### src/logic/mrsc_defines.vh
/*
  constants for the mac reset and startup control block: register
  offsets, field positions, reset values and timing counts.
  assumes inclusion by bare name from the logic/ files.
*/
`ifndef MRSC_DEFINES_VH
`define MRSC_DEFINES_VH

// ----------------------------------------
// register byte offsets
// ----------------------------------------
`define MRSC_OFS_PRIO 8'h00
`define MRSC_OFS_SRST 8'h04
`define MRSC_OFS_MDCTL 8'h08
`define MRSC_OFS_MDFRM 8'h0C
`define MRSC_OFS_COMB 8'h10
`define MRSC_OFS_STAT 8'h14
`define MRSC_OFS_MCFG 8'h18

// ----------------------------------------
// fields and reset values
// ----------------------------------------
`define MRSC_PRIO_RST 3'h7
`define MRSC_PRIO0_LO 0
`define MRSC_PRIO1_LO 12
`define MRSC_MD_EN_BIT 30
`define MRSC_MD_PRE_BIT 20
`define MRSC_MD_DIV_RST 16'h00FF
`define MRSC_PACE_RST 8'h04
`define MRSC_MCFG_RST 8'h00

// ----------------------------------------
// timing
// ----------------------------------------
`define MRSC_PCLK_DIV 3'h5
`define MRSC_HOLD_CYC 13'h1000
`define MRSC_MD_PRE_LEN 6'h1F
`define MRSC_MD_FRM_LEN 6'h1F

`endif

### src/logic/mrsc_top.v
/*
  mac reset and startup control: priority register, gated soft reset,
  module enable gating, transmit holdoff, interrupt pacing and a
  management serial engine with clock divider and preamble option.
  assumes a classic wishbone master on clk, dma idle levels and
  requests from logic on clk, link and select pins from outside.
*/
`timescale 1ns/1ps
`include "mrsc_defines.vh"

module mrsc_top
(
  input wire clk,
  input wire rst,
  input wire wb_cyc_i,
  input wire wb_stb_i,
  input wire wb_we_i,
  input wire [7:0] wb_adr_i,
  input wire [3:0] wb_sel_i,
  input wire [31:0] wb_dat_i,
  output reg [31:0] wb_dat_o,
  output reg wb_ack_o,
  input wire module_enable,
  input wire rx_dma_idle,
  input wire tx_dma_idle,
  input wire descriptor_error,
  input wire tx_request,
  input wire mac_event,
  input wire link_pin,
  input wire [1:0] interface_select_pins,
  output reg [1:0] media_select_ff,
  output reg [2:0] prio_first_ff,
  output reg [2:0] prio_second_ff,
  output reg mac_core_reset_ff,
  output reg host_error_interrupt_ff,
  output reg tx_start_ff,
  output wire combined_irq,
  output reg mdc_ff,
  output reg mdio_o_ff,
  output reg mdio_oe_ff
);

// ----------------------------------------
// state and declarations
// ----------------------------------------
localparam ST_IDLE = 3'b001;
localparam ST_PRE = 3'b010;
localparam ST_SHIFT = 3'b100;

reg [2:0] pdiv_ff;
reg ptick_ff;
reg srst_pend_ff;
reg [7:0] mcfg_ff;
reg md_en_ff;
reg md_pre_off_ff;
reg [15:0] md_div_ff;
reg [31:0] md_frame_ff;
reg md_go_ff;
reg comb_en_ff;
reg [7:0] pace_ff;
reg en_d_ff;
reg [1:0] sel_meta_ff;
reg [1:0] sel_sync_ff;
reg [2:0] sel_age_ff;
reg [2:0] st_ff;
reg [2:0] nxt_st;
reg [5:0] bit_ff;
reg [15:0] mdcnt_ff;
reg [31:0] shift_ff;
reg [31:0] rd_mux;
wire link_s;
wire hold_done;
wire acc;
wire wr;
wire en_rise;
wire core_clr;
wire mdc_fall;

assign acc = wb_cyc_i & wb_stb_i & ~wb_ack_o;
assign wr = acc & wb_we_i & wb_sel_i[0] & module_enable;
assign en_rise = module_enable & ~en_d_ff;
assign core_clr = mac_core_reset_ff | en_rise;
assign mdc_fall = ptick_ff & mdc_ff & (mdcnt_ff == 16'h0000);

// ----------------------------------------
// peripheral clock enable, cpu clock / 6
// ----------------------------------------
always @(posedge clk or posedge rst)
begin
  if (rst)
  begin
    pdiv_ff <= 3'h0;
    ptick_ff <= 1'b0;
  end
  else
  begin
    ptick_ff <= (pdiv_ff == `MRSC_PCLK_DIV);
    if (pdiv_ff == `MRSC_PCLK_DIV)
      pdiv_ff <= 3'h0;
    else
      pdiv_ff <= pdiv_ff + 3'h1;
  end
end

// ----------------------------------------
// wishbone slave, one-wait answer
// ----------------------------------------
always @*
begin
  rd_mux = 32'h00000000;
  case (wb_adr_i)
    `MRSC_OFS_PRIO:
    begin
      rd_mux[`MRSC_PRIO0_LO +: 3] = prio_first_ff;
      rd_mux[`MRSC_PRIO1_LO +: 3] = prio_second_ff;
    end
    `MRSC_OFS_SRST: rd_mux[0] = srst_pend_ff;
    `MRSC_OFS_MDCTL:
    begin
      rd_mux[`MRSC_MD_EN_BIT] = md_en_ff;
      rd_mux[`MRSC_MD_PRE_BIT] = md_pre_off_ff;
      rd_mux[15:0] = md_div_ff;
    end
    `MRSC_OFS_MDFRM: rd_mux = {31'h00000000, md_go_ff | ~st_ff[0]};
    `MRSC_OFS_COMB: rd_mux = {16'h0000, pace_ff, 7'h00, comb_en_ff};
    `MRSC_OFS_STAT:
      rd_mux = {26'h0000000, media_select_ff, srst_pend_ff, ~hold_done, 1'b0, host_error_interrupt_ff};
    `MRSC_OFS_MCFG: rd_mux = {24'h000000, mcfg_ff};
    default: rd_mux = 32'h00000000;
  endcase
end

always @(posedge clk or posedge rst)
begin
  if (rst)
  begin
    wb_ack_o <= 1'b0;
    wb_dat_o <= 32'h00000000;
  end
  else
  begin
    wb_ack_o <= acc;
    if (acc && !wb_we_i)
      wb_dat_o <= module_enable ? rd_mux : 32'h00000000;
  end
end

// ----------------------------------------
// system priority register, not a mac register
// ----------------------------------------
always @(posedge clk or posedge rst)
begin
  if (rst)
  begin
    prio_first_ff <= `MRSC_PRIO_RST;
    prio_second_ff <= `MRSC_PRIO_RST;
  end
  else if (wr && wb_adr_i == `MRSC_OFS_PRIO)
  begin
    prio_first_ff <= wb_dat_i[`MRSC_PRIO0_LO +: 3];
    if (wb_sel_i[1])
      prio_second_ff <= wb_dat_i[`MRSC_PRIO1_LO +: 3];
  end
end

// ----------------------------------------
// soft reset request, waits for idle dmas
// ----------------------------------------
always @(posedge clk or posedge rst)
begin
  if (rst)
  begin
    srst_pend_ff <= 1'b0;
    mac_core_reset_ff <= 1'b0;
    en_d_ff <= 1'b0;
  end
  else
  begin
    en_d_ff <= module_enable;
    mac_core_reset_ff <= 1'b0;
    if (srst_pend_ff && rx_dma_idle && tx_dma_idle)
    begin
      srst_pend_ff <= 1'b0;
      mac_core_reset_ff <= 1'b1;
    end
    // a new request landing as the reset executes stays pending
    if (wr && wb_adr_i == `MRSC_OFS_SRST && wb_dat_i[0])
      srst_pend_ff <= 1'b1;
  end
end

// ----------------------------------------
// mac core configuration, cleared by core reset
// ----------------------------------------
always @(posedge clk or posedge rst)
begin
  if (rst)
    mcfg_ff <= `MRSC_MCFG_RST;
  else if (core_clr)
    mcfg_ff <= `MRSC_MCFG_RST;
  else if (wr && wb_adr_i == `MRSC_OFS_MCFG)
    mcfg_ff <= wb_dat_i[7:0];
end

// ----------------------------------------
// sticky host error, hardware reset only
// ----------------------------------------
always @(posedge clk or posedge rst)
begin
  if (rst)
    host_error_interrupt_ff <= 1'b0;
  else if (descriptor_error)
    host_error_interrupt_ff <= 1'b1;
end

// ----------------------------------------
// media select latched once after reset
// ----------------------------------------
always @(posedge clk or posedge rst)
begin
  if (rst)
  begin
    sel_meta_ff <= 2'h0;
    sel_sync_ff <= 2'h0;
    sel_age_ff <= 3'h0;
    media_select_ff <= 2'h0;
  end
  else
  begin
    sel_meta_ff <= interface_select_pins;
    sel_sync_ff <= sel_meta_ff;
    sel_age_ff <= {sel_age_ff[1:0], 1'b1};
    // one-shot capture once the synchroniser holds the strap
    if (sel_age_ff[1] && !sel_age_ff[2])
      media_select_ff <= sel_sync_ff;
  end
end

// ----------------------------------------
// transmit gate behind the link holdoff
// ----------------------------------------
mrsc_holdoff u_holdoff
(
  .clk(clk),
  .rst(rst),
  .link_pin(link_pin),
  .link_ff(link_s),
  .done_ff(hold_done)
);

always @(posedge clk or posedge rst)
begin
  if (rst)
    tx_start_ff <= 1'b0;
  else
    tx_start_ff <= tx_request & hold_done & link_s & mcfg_ff[0];
end

// ----------------------------------------
// combiner control and pacing, no soft reset
// ----------------------------------------
always @(posedge clk or posedge rst)
begin
  if (rst)
  begin
    comb_en_ff <= 1'b0;
    pace_ff <= `MRSC_PACE_RST;
  end
  else if (wr && wb_adr_i == `MRSC_OFS_COMB)
  begin
    comb_en_ff <= wb_dat_i[0];
    if (wb_sel_i[1])
      pace_ff <= wb_dat_i[15:8];
  end
end

mrsc_pace u_pace
(
  .clk(clk),
  .rst(rst),
  .tick(ptick_ff),
  .int_en(comb_en_ff),
  .event_in(mac_event),
  .pace_cnt(pace_ff),
  .irq_ff(combined_irq)
);

// ----------------------------------------
// management control, no soft reset path
// ----------------------------------------
always @(posedge clk or posedge rst)
begin
  if (rst)
  begin
    md_en_ff <= 1'b0;
    md_pre_off_ff <= 1'b0;
    md_div_ff <= `MRSC_MD_DIV_RST;
    md_frame_ff <= 32'h00000000;
    md_go_ff <= 1'b0;
  end
  else
  begin
    if (st_ff[0] == 1'b0)
      md_go_ff <= 1'b0;
    if (wr && wb_adr_i == `MRSC_OFS_MDCTL)
    begin
      md_en_ff <= wb_dat_i[`MRSC_MD_EN_BIT];
      md_pre_off_ff <= wb_dat_i[`MRSC_MD_PRE_BIT];
      md_div_ff <= wb_dat_i[15:0];
    end
    if (wr && wb_adr_i == `MRSC_OFS_MDFRM && st_ff[0])
    begin
      md_frame_ff <= wb_dat_i;
      md_go_ff <= 1'b1;
    end
  end
end

// ----------------------------------------
// management clock from peripheral ticks
// ----------------------------------------
always @(posedge clk or posedge rst)
begin
  if (rst)
  begin
    mdcnt_ff <= 16'h0000;
    mdc_ff <= 1'b0;
  end
  else if (!md_en_ff)
  begin
    mdcnt_ff <= 16'h0000;
    mdc_ff <= 1'b0;
  end
  else if (ptick_ff)
  begin
    if (mdcnt_ff == 16'h0000)
    begin
      mdcnt_ff <= md_div_ff;
      mdc_ff <= ~mdc_ff;
    end
    else
      mdcnt_ff <= mdcnt_ff - 16'h0001;
  end
end

// ----------------------------------------
// management frame engine
// ----------------------------------------
always @*
begin
  nxt_st = st_ff;
  case (st_ff)
    ST_IDLE:
      if (md_go_ff && md_en_ff && mdc_fall)
        nxt_st = md_pre_off_ff ? ST_SHIFT : ST_PRE;
    ST_PRE:
      if (mdc_fall && bit_ff == `MRSC_MD_PRE_LEN)
        nxt_st = ST_SHIFT;
    ST_SHIFT:
      if (mdc_fall && bit_ff == `MRSC_MD_FRM_LEN)
        nxt_st = ST_IDLE;
    default: nxt_st = ST_IDLE;
  endcase
  if (!md_en_ff)
    nxt_st = ST_IDLE;
end

always @(posedge clk or posedge rst)
begin
  if (rst)
  begin
    st_ff <= ST_IDLE;
    bit_ff <= 6'h00;
    shift_ff <= 32'h00000000;
    mdio_o_ff <= 1'b0;
    mdio_oe_ff <= 1'b0;
  end
  else
  begin
    st_ff <= nxt_st;
    if (nxt_st == ST_IDLE)
    begin
      bit_ff <= 6'h00;
      mdio_oe_ff <= 1'b0;
      mdio_o_ff <= 1'b0;
    end
    else if (mdc_fall)
    begin
      mdio_oe_ff <= 1'b1;
      if (nxt_st != st_ff || st_ff[0])
      begin
        bit_ff <= 6'h00;
        if (nxt_st == ST_SHIFT)
        begin
          mdio_o_ff <= st_ff[0] ? md_frame_ff[31] : shift_ff[31];
          shift_ff <= st_ff[0] ? {md_frame_ff[30:0], 1'b0} : {shift_ff[30:0], 1'b0};
        end
        else
        begin
          mdio_o_ff <= 1'b1;
          shift_ff <= md_frame_ff;
        end
      end
      else
      begin
        bit_ff <= bit_ff + 6'h01;
        if (st_ff[2])
        begin
          mdio_o_ff <= shift_ff[31];
          shift_ff <= {shift_ff[30:0], 1'b0};
        end
        else
          mdio_o_ff <= 1'b1;
      end
    end
  end
end

endmodule // mrsc_top

### src/logic/mrsc_holdoff.v
/*
  transmit holdoff: after reset, counts transmit clock cycles once the
  link level is high and reports when transmission may begin.
  assumes the transmit clock equals clk and link_pin is asynchronous.
*/
`timescale 1ns/1ps
`include "mrsc_defines.vh"

module mrsc_holdoff
(
  input wire clk,
  input wire rst,
  input wire link_pin,
  output reg link_ff,
  output reg done_ff
);

reg link_meta_ff;
reg [12:0] cnt_ff;

// ----------------------------------------
// link synchroniser and holdoff count
// ----------------------------------------
always @(posedge clk or posedge rst)
begin
  if (rst)
  begin
    link_meta_ff <= 1'b0;
    link_ff <= 1'b0;
    cnt_ff <= 13'h0000;
    done_ff <= 1'b0;
  end
  else
  begin
    link_meta_ff <= link_pin;
    link_ff <= link_meta_ff;
    if (!done_ff)
    begin
      if (!link_ff)
        cnt_ff <= 13'h0000;
      else if (cnt_ff == `MRSC_HOLD_CYC - 13'h0001)
        done_ff <= 1'b1;
      else
        cnt_ff <= cnt_ff + 13'h0001;
    end
  end
end

endmodule // mrsc_holdoff

### src/logic/mrsc_pace.v
/*
  interrupt pacing for the combiner: spaces output pulses by a count
  of peripheral clock ticks.
  assumes tick is a one-cycle enable at the peripheral rate.
*/
`timescale 1ns/1ps
`include "mrsc_defines.vh"

module mrsc_pace
(
  input wire clk,
  input wire rst,
  input wire tick,
  input wire int_en,
  input wire event_in,
  input wire [7:0] pace_cnt,
  output reg irq_ff
);

reg pend_ff;
reg [7:0] gap_ff;

// ----------------------------------------
// pending flag and re-trigger gap
// ----------------------------------------
always @(posedge clk or posedge rst)
begin
  if (rst)
  begin
    pend_ff <= 1'b0;
    gap_ff <= 8'h00;
    irq_ff <= 1'b0;
  end
  else
  begin
    irq_ff <= 1'b0;
    if (!int_en)
    begin
      gap_ff <= 8'h00;
      pend_ff <= pend_ff | event_in;
    end
    else if (pend_ff && gap_ff == 8'h00)
    begin
      irq_ff <= 1'b1;
      pend_ff <= event_in;
      gap_ff <= pace_cnt;
    end
    else
    begin
      pend_ff <= pend_ff | event_in;
      if (tick && gap_ff != 8'h00)
        gap_ff <= gap_ff - 8'h01;
    end
  end
end

endmodule // mrsc_pace

### config.mk
export PLATFORM = sky130hd
export DESIGN_NAME = mrsc_top
export DESIGN_NICKNAME = d
export VERILOG_FILES = /design/src/logic/mrsc_top.v /design/src/logic/mrsc_holdoff.v /design/src/logic/mrsc_pace.v
export VERILOG_INCLUDE_DIRS = /design/src /design/src/logic
export SDC_FILE = /design/constraint.sdc
export NUM_CORES = 1
export LEC_CHECK = 0
export ABC_AREA = 1
export BUFFER_PORTS_ARGS = -buffer_cell sky130_fd_sc_hd__buf_2
export CORE_AREA = 2 2 249 177
export DETAILED_ROUTE_END_ITERATION = 10
export DIE_AREA = 0 0 251 179
export PLACE_DENSITY_LB_ADDON = 0.15
export SETUP_SLACK_MARGIN = 0.3
export SYNTH_ARGS = -nofsm -noshare
export SYNTH_HDL_FRONTEND = slang
export SYNTH_HIERARCHICAL = 1
export SYNTH_SLANG_ARGS = --single-unit
### constraint.sdc
create_clock -name clk -period 11.7 [get_ports clk]
set_clock_uncertainty 0.1 [all_clocks]
set_input_delay 1.755 -clock clk [delete_from_list [all_inputs] [get_ports clk]]
set_output_delay 1.755 -clock clk [all_outputs]
set_load 0.02 [all_outputs]
======== Yosys cells after proc, flatten, opt, wreduce, memory -nomap -nowiden ========
Cells that the tools add are included.
operators by class
  add/subtract/negate cells ............... 5
  equality and inequality tests ........... 20
  mux-type cells .......................... 55
  bitwise operators ....................... 20
  reductions and logical operators ........ 33
operators by type and width
  kind                                                                  count
  32-bit 2-to-1 mux                                                     4
  16-bit 2-to-1 mux                                                     3
  8-bit 2-to-1 mux                                                      5
  9-bit case mux with 4 select lines                                    1
  31-bit 2-to-1 mux                                                     1
  13-bit 2-to-1 mux                                                     2
  1-bit 2-to-1 mux                                                      25
  8-bit by 5-bit == test with 1-bit output, second input constant       3
  3-bit 2-to-1 mux                                                      6
  6-bit 2-to-1 mux                                                      3
  3-bit case mux with 3 select lines                                    2
  1-bit logical AND                                                     17
  8-bit by 4-bit == test with 1-bit output, second input constant       2
  16-bit logical NOT                                                    1
  8-bit logical NOT                                                     2
  16-bit by 1-bit subtractor with 16-bit output, second input constant  1
  13-bit by 1-bit adder with 13-bit output, second input constant       1
  13-bit by 12-bit == test with 1-bit output, second input constant     1
  1-bit AND                                                             11
  3-bit == test, second input constant                                  3
  8-bit by 3-bit == test with 1-bit output, second input constant       1
  2-bit case mux with 4 select lines                                    1
  2-bit AND reduction                                                   4
  2-bit nonzero test                                                    4
  18 further kinds                                                      29
word-level totals
  bits in registers ....................... 211
  word-level logic and storage cells ...... 170

======== Logic depth before layout (Yosys ltp) ========
Gate-level depths: netlist (run 1).
  depth after elaboration ................. 11
  depth in mapped cells ................... 18
  gate-level depth less buffers ........... 17

======== Modules after synthesis ========
The synthesis (run 1) kept the hierarchy.
by module, submodules not included
  module        instances  cells an instance  area each (um^2)  seq. area each (um^2)
  mrsc_top      1          1,151              8,858.5           4,299.1
  mrsc_holdoff  1          114                923.4             400.4
  mrsc_pace     1          104                733.2             250.2

======== Worst setup path after synthesis (run 1) ========
OpenSTA, ideal clock, no wires.
  path kind ............................... input to register
  from .................................... input wb_adr_i[5]
  to ...................................... register mcfg_ff[0]
  arrival time ............................ 2,951 ps
  data required time ...................... 11,456 ps
  path slack .............................. 8,504 ps
  cell stages on the path ................. 4
  buffers on the path ..................... 0
  cell sequence ........................... nor4_1 > nand2_1 > o21ai_1 > o22ai_1
between the ends
  cells in the longest elaborated chain, start to end .. 3
ends and longest elaborated chain
  what                                      RTL line        RTL
  start: declaration                        mrsc_top.v:18   input wire [7:0] wb_adr_i,
  8-bit by 5-bit == test with 1-bit output  n/a
  1-bit logical AND (no source line)        n/a
  2-bit nonzero test (no source line)       n/a
  end signal: assignment                    mrsc_top.v:198  mcfg_ff <= `MRSC_MCFG_RST;
  end signal: assignment                    mrsc_top.v:200  mcfg_ff <= `MRSC_MCFG_RST;
  end signal: assignment                    mrsc_top.v:202  mcfg_ff <= wb_dat_i[7:0];
  end: declaration                          mrsc_top.v:53   reg [7:0] mcfg_ff;
No other way between the ends.
A chain may end at the register's enable or synchronous reset.

======== Worst setup path after layout (run 1) ========
  from .................................... register st_ff[0]
  to ...................................... register bit_ff[5]
between the ends
  cells in the longest elaborated chain, start to end .. 8
  elaborated cells on any way between the ends .. 15
  those cells by class .................... 5 x eq/ne; 8 x mux; 2 x reduce/logical
ends and longest elaborated chain
  what                                         RTL line        RTL
  start: declaration                           mrsc_top.v:65   reg [2:0] st_ff;
  start signal: assignment                     mrsc_top.v:380  st_ff <= nxt_st;
  3-bit == test, or another cell as far along  mrsc_top.v:352  case (st_ff)
  3-bit case mux with 3 select lines (*)       mrsc_top.v:352
  3-bit 2-to-1 mux (*)                         mrsc_top.v:364  if (!md_en_ff)
  net nxt_st[0]                                mrsc_top.v:66   reg [2:0] nxt_st;
  3-bit inequality test                        mrsc_top.v:390  if (nxt_st != st_ff || st_ff[0])
  1-bit logical OR                             mrsc_top.v:390
  6-bit 2-to-1 mux                             mrsc_top.v:390
  6-bit 2-to-1 mux                             mrsc_top.v:387  else if (mdc_fall)
  6-bit 2-to-1 mux                             mrsc_top.v:381  if (nxt_st == ST_IDLE)
  end signal: assignment                       mrsc_top.v:406  bit_ff <= bit_ff + 6'h01;
  end: declaration                             mrsc_top.v:67   reg [5:0] bit_ff;
Mark *: on every way through the listed nets, which the timed path passes. The rest lies on a longest branch. The select of a mux whose other input is x is not followed.

==> qor.yml, run 1 <==
final_layout:
  final_core_util_pct: 27.88
  layout.nets: 1489
  mostFrequentLayoutCell: "nand2_1"
  drive_gt1_share_pct: 14.74
  area_delta_synth_final_pct: 13.81
  antennaDiodeCount: 0
  final_cell_mix: "nand2_1 (547), dfrtp_1 (181), inv_1 (104), o21ai_0 (94), buf_2 (89)"
worst_hold_path:
  hp-class: "reg -> reg"
  hold_start: "sel_age_ff[0]"
floorplanning:
  row_count: 64
  chipWidth_um: 251
  io_pins: 106
  core_area_um2: 42920
  chipHeight_um: 179
  die-area_um2: 44930
  initial_core_util_pct: 24.50
timing:
  finalCriticalPeriod_ns: 4.042
  rsz0062_at_grt: "false"
  finalSetupViolCount: 0
  timing.final.hold_violations: 0
  fmax_mhz: 247.4
  setup-tns-final_ns: 0
  finalMaxSlewViolations: 0
  fin_crit_sh_pct: 34.54
  tightest_slew_ns: 1.132
  relSlewSlack_pct: 24.37
  holdWs_ns: 0.2526
yosys:
  avgSynthCellArea_um2: 7.681
  yosysSeqAreaShare_pct: 47.07
  syn_inst: 1369
  ys_types: 51
  netlist_area_um2: 10520
  yosys_warnings: 6
  synth-seq-cells: 197
cts:
  cts_root_buf: "clkbuf_16"
  numCtsBuffers: 17
  post_cts_buffers: 0
  ctsHoldBuffers: 0
  clock_latency_ns: 0.45
  h-tree-depth: 4
  cts_resized: 0
  numClockSinks: 197
  cts_tree: "yes"
  path_clk_slew_ns: 0.07
  cts_buffer_depth: 2
critical_path:
  criticalPathCategory: "reg -> reg"
  crit_family: "simple AND/OR/NAND/NOR gates"
  worst_path_largest_cell_delay_ns: 0.71
  r2r_start: "st_ff[0]"
  cp.required_ns: 11.97
  worstPathMaxFanout: 37
  worstSetupStartpoint: "st_ff[0]"
  cp.arrival_ns: 4.31
  cp_slowest_cell: "nor2_4"
  startpoint_type: "flop"
  end_kind: "flop"
  path_buf_inv: 3
  path_cells: "buf_4 > inv_2 > nand3_1 > nand3_1 > nand2_1 > inv_1 > nand3_2 > nor2_4 > nand3_4 > nor2_2 > nand2_1 > o21ai_1"
route:
  routed_wl_um: 30950
  drt-initial-drc-count: 726
  vias_per_cell: 4.506
  first_pass_iters: 8
  post-route-drc-count: 0
  via_count: 9007
  wire_per_inst_um: 15.48
  postRouteAntennaNets: 0
pwr:
  ir_drop_uv: 89.30
  leakagePower_nw: 6.201
  power_density_nw_per_um2: 114.3
run:
  max_cap_viol_count: 0
global_routing:
  grt_overflow: 0
  grt_pass1_wl_um: 50040
  antenna_found_initial: 0
  globalRouteTotalUtil_pct: 14.27
  grt_start_max_net_pins: 63
  grt_pass1_vias: 8736
placement:
  port_buffers: 89
  gp_congestion: 0.8164
  hpwl_um: 20530
run_status:
  status: "complete, no violations"
-- worst register-to-register path, delay by kind of cell (launching register included) --
family,cells,cell delay [ns]
AOI/OAI and AO/OA,1,0.09
DFF,1,0.36
buffers and inverters,3,1.00
and+or+nand+nor,8,2.42
-- logic make-up after synthesis --
| kind of cell | Yosys count | share of synthesized area (%) |
|---|---|---|
| xor gates and xnor gates | 11 | 0.9162 |
| AOI/OAI and AO/OA | 166 | 9.377 |
| and+or+nand+nor | 784 | 32.23 |
| other | 2 | 0.07142 |
| adders and majority gates | 6 | 0.7139 |
| DFF | 197 | 47.07 |
| muxes | 14 | 1.499 |
| buffers and inverters | 189 | 8.115 |
-- final cells by class --
type                    instances  area, um^2
well taps                     561       701.9
multi-input cells             996        4766
fillers                      4658       30950
repair buffers                 96       498.0
flip-flops and latches        197        4950
clock buffers                  21       460.4
inverters                     117       446.7
clock inverters                11       145.1
-- synthesized netlist by cell type (all sizes together) --
master / count / share of area (%)
nand4: 45 / 2.9
mux2: 14 / 1.5
a21o: 1 / 0.071
clkinv: 2 / 0.071
nand2: 555 / 20
o22ai: 15 / 0.89
and3: 1 / 0.060
a32o: 4 / 0.38
nand3b: 2 / 0.14
nor3: 5 / 0.24
clkbuf: 31 / 1.1
a221oi: 3 / 0.25
a21oi: 10 / 0.51
dfrtp: 181 / 43
o211ai: 8 / 0.57
or4: 1 / 0.071
buf: 41 / 2.8
nor4: 3 / 0.18
a211oi: 2 / 0.14
a31oi: 2 / 0.12
o221ai: 1 / 0.083
nor2: 76 / 3.5
a22o: 5 / 0.42
a21boi: 1 / 0.071
conb: 2 / 0.071
inv: 115 / 4.1
dfstp: 16 / 4.0
ha: 6 / 0.71
nand3: 92 / 4.8
o21a: 1 / 0.071
o21bai: 1 / 0.071
xor2: 11 / 0.92
or2: 4 / 0.24
o21ai: 112 / 5.7
-- through the flow --
stage          cells  total power [mW]  instance area, um^2  worst slack, ns
5_1_grt         1999             1.434                11970            7.306
3_3_place_gp    1967            0.7570                11360            7.265
6_report        1999             1.368                11970            7.658
3_5_place_dp    1967            0.7576                11360            7.254
2_1_floorplan   1382            0.7340                10560            5.240
4_1_cts         1999             1.395                11970            7.595
-- worst paths after layout --
kind                                   to  slack (ns)  cells after the start
setup reg to reg                bit_ff[5]        7.66                     12
hold reg to reg             sel_age_ff[1]        0.25                      0
hold / removal              sel_age_ff[1]        0.25                      0
min in group asynchronous  u_pace/pend_ff        1.24                      2
setup / recovery                bit_ff[5]        7.66                     12
max in group asynchronous       mdio_o_ff        8.97                      3
-- report_power, final --
part	internal [mW]	switching (mW)	total [mW]	leakage [nW]
Sequential	0.686	0.00414	0.690	2.65
Clock	0.350	0.277	0.627	0.302
Combinational	0.0128	0.0386	0.0514	3.25
Total	1.05	0.320	1.37	6.20
-- registers in the layout, summed over array words and instances, names as in the netlist, 6 cells and up --
signal and cells:
mcfg_ff 8, pace_ff 8, wb_dat_o 18, md_frame_ff 32
shift_ff 32, bit_ff 6, u_pace/gap_ff 8, u_holdoff/cnt_ff 13
md_div_ff 16, mdcnt_ff 16
-- metal layers --
metal  global-route usage [%]  share of wire (%)
met5                        0                  0
met4                    3.150               0.90
met3                    2.526                3.0
met2                    21.60                 44
met1                    21.09                 52
No activity file was read; power rests on OpenSTA's default activity.
==> run 2: changes to the inputs <==
clock period = 4.2 ns   (was 11.7 ns; I/O delays follow)
==> run 2 against run 1 <==
Net effect:
- largest power group unchanged
- sequential share of layout area is 0.10 points lower
- critical path type unchanged
- cell count is 0.35% higher
- combinational power grew to 2.8 times the previous value
- largest cell class unchanged
==> qor.yml, run 2 (synthesized netlist as in run 1, its figures left out) <==
run_status:
  status: "complete, no violations"
final_layout:
  area_delta_synth_final_pct: 14.10
  mostFrequentLayoutCell: "nand2_1"
  drive_gt1_share_pct: 15.24  # +0.49 points
  reg_top3: "md_frame_ff: 32 flops, shift_ff: 32 flops, wb_dat_o: 18 flops"
  layout.nets: 1495  # +0.40%
  final_cell_mix: "nand2_1 (547), dfrtp_1 (181), inv_1 (104), o21ai_0 (94), buf_2 (89)"
  stdcell_count: 2006  # +0.35%
cts:
  numClockSinks: 197  # unchanged
  cts_resized: 0  # unchanged
  post_cts_buffers: 0  # unchanged
  h-tree-depth: 4  # unchanged
  cts_buffer_depth: 2  # unchanged
  cts_root_buf: "clkbuf_16"
  cts_tree: "yes"
  ctsHoldBuffers: 0  # unchanged
  path_clk_slew_ns: 0.08  # about the same
  clock_latency_ns: 0.46  # about the same
  numCtsBuffers: 17  # unchanged
floorplanning:
  row_count: 64  # unchanged
  die-area_um2: 44930  # unchanged
  chipHeight_um: 179  # unchanged
  core_area_um2: 42920  # unchanged
  chipWidth_um: 251  # unchanged
  io_pins: 106  # unchanged
  initial_core_util_pct: 24.50  # unchanged
route:
  wire_per_inst_um: 15.28  # -1.3%
  routed_wl_um: 30660  # -0.93%
  vias_per_cell: 4.460  # -1.0%
  drt-initial-drc-count: 627  # -14%
  post-route-drc-count: 0  # unchanged
  first_pass_iters: 5  # -3
  postRouteAntennaNets: 0  # unchanged
  via_count: 8947  # -0.67%
placement:
  hpwl_um: 20420  # -0.51%
  gp_congestion: 0.8098  # -0.81%
  dp_cells: 1973  # +0.31%
  pre_cts_ws_ns: 1.040  # -6.214 ns
  port_buffers: 89  # unchanged
global_routing:
  grt_start_max_net_pins: 104  # +65%
  grt_pass1_wl_um: 50400  # +0.72%
  grt_use_met1_pct: 21.16  # +0.065 points
  grt_use_met2_pct: 21.31  # -0.29 points
  met3_usage_pct: 2.657  # +0.13 points
  grt_pass1_vias: 8847  # +1.3%
  antenna_found_initial: 1  # +1
  grt-busiest-layer: "met2"
  globalRouteTotalUtil_pct: 14.34  # +0.071 points
  grt_overflow: 0  # unchanged
critical_path:
  reg2regPathDepth: 14  # +2
  r2r_start: "mdcnt_ff[0]"
  rrSetupSlack_ns: 1.04  # -6.62 ns
  timing.rr.end: "shift_ff[28]"
  cp.required_ns: 4.44  # -7.53 ns
  cp.arrival_ns: 3.40  # -0.91 ns
  worstPathMaxFanout: 32  # -14%
  end_kind: "flop"
  startpoint_type: "flop"
  criticalPathCategory: "reg -> reg"
timing:
  fin_crit_sh_pct: 75.24  # +41 points
  finalSetupViolCount: 0  # unchanged
  timing.final.hold_violations: 0  # unchanged
  fmax_mhz: 316.4  # +28%
  holdWs_ns: 0.09590  # -0.1567 ns
  rsz0062_at_grt: "false"
  setup-tns-final_ns: 0  # unchanged
  finalCriticalPeriod_ns: 3.160  # -0.8816 ns
  setup_ws_ns: 1.040  # -6.618 ns
  tightest_slew_ns: 0.9670  # -0.1647 ns
  relSlewSlack_pct: 35.38  # +11 points
  finalMaxSlewViolations: 0  # unchanged
pwr:
  leakagePower_nw: 6.206  # about the same
  ir_drop_uv: 254.9  # +190%
  power_density_nw_per_um2: 311.1  # +170%
worst_hold_path:
  hp-class: "in -> async"
run:
  max_cap_viol_count: 0  # unchanged
run 2: stage by stage:
stage / instance area (um^2) / total power [mW] / utilization (%)
2_1_floorplan: 10570 / 2.045 / -
3_3_place_gp: 11420 / 2.110 / 26.60
3_5_place_dp: 11420 / 2.110 / 26.60
4_1_cts: 12000 / 3.807 / 27.95
5_1_grt: 12000 / 3.905 / 27.95
6_report: 12000 / 3.732 / 27.95
run 2: layout make-up:
cell class | count | area, um^2
clock inverter | 15 | 151.4
fill | 4769 | 30920
clock buffer | 17 | 425.4
tap | 561 | 701.9
timing repair buffer | 102 | 555.5
antenna | 1 | 2.502
sequential | 197 | 4950
inverter | 117 | 445.4
multi-input combinational | 996 | 4766
run 2: routing by layer:
metal  share of wire, %  wire length, um  vias up
li1                   -                -     4524
met1                 53            16230     4267
met2                 42            13020      132
met3                3.3             1000       24
met4                1.3              406        0
met5                  0                0        -
run 2: worst max path at each step:
stage,start,end,depth (start not counted)
finish,mdcnt_ff[0],shift_ff[28],14
global route,mdcnt_ff[0],shift_ff[5],14
CTS,mdcnt_ff[0],shift_ff[12],14
detailed placement,mdcnt_ff[0],shift_ff[28],14
global placement,mdcnt_ff[0],shift_ff[11],14
floorplan,rst,bit_ff[0],1
run 2: worst max-delay path: stages (launching register included):
cell and delay (ns):
dfrtp_1 0.36, inv_1 0.13, ha_1 0.21, nand2_1 0.08
nor2_2 0.19, nand4_1 0.19, nand2_1 0.13, nand3_2 0.16
nor2_4 0.77, nand3_4 0.13, buf_4 0.31, nand2_1 0.11
nand2_1 0.05, nand2_1 0.06, nand2_1 0.05
run 2: report_power, final:
group / internal (mW) / total [mW] / leakage [nW] / switching, mW
sequential: 1.91 / 1.92 / 2.65 / 0.0114
clock: 0.797 / 1.67 / 0.278 / 0.870
combinational: 0.0369 / 0.144 / 3.28 / 0.107
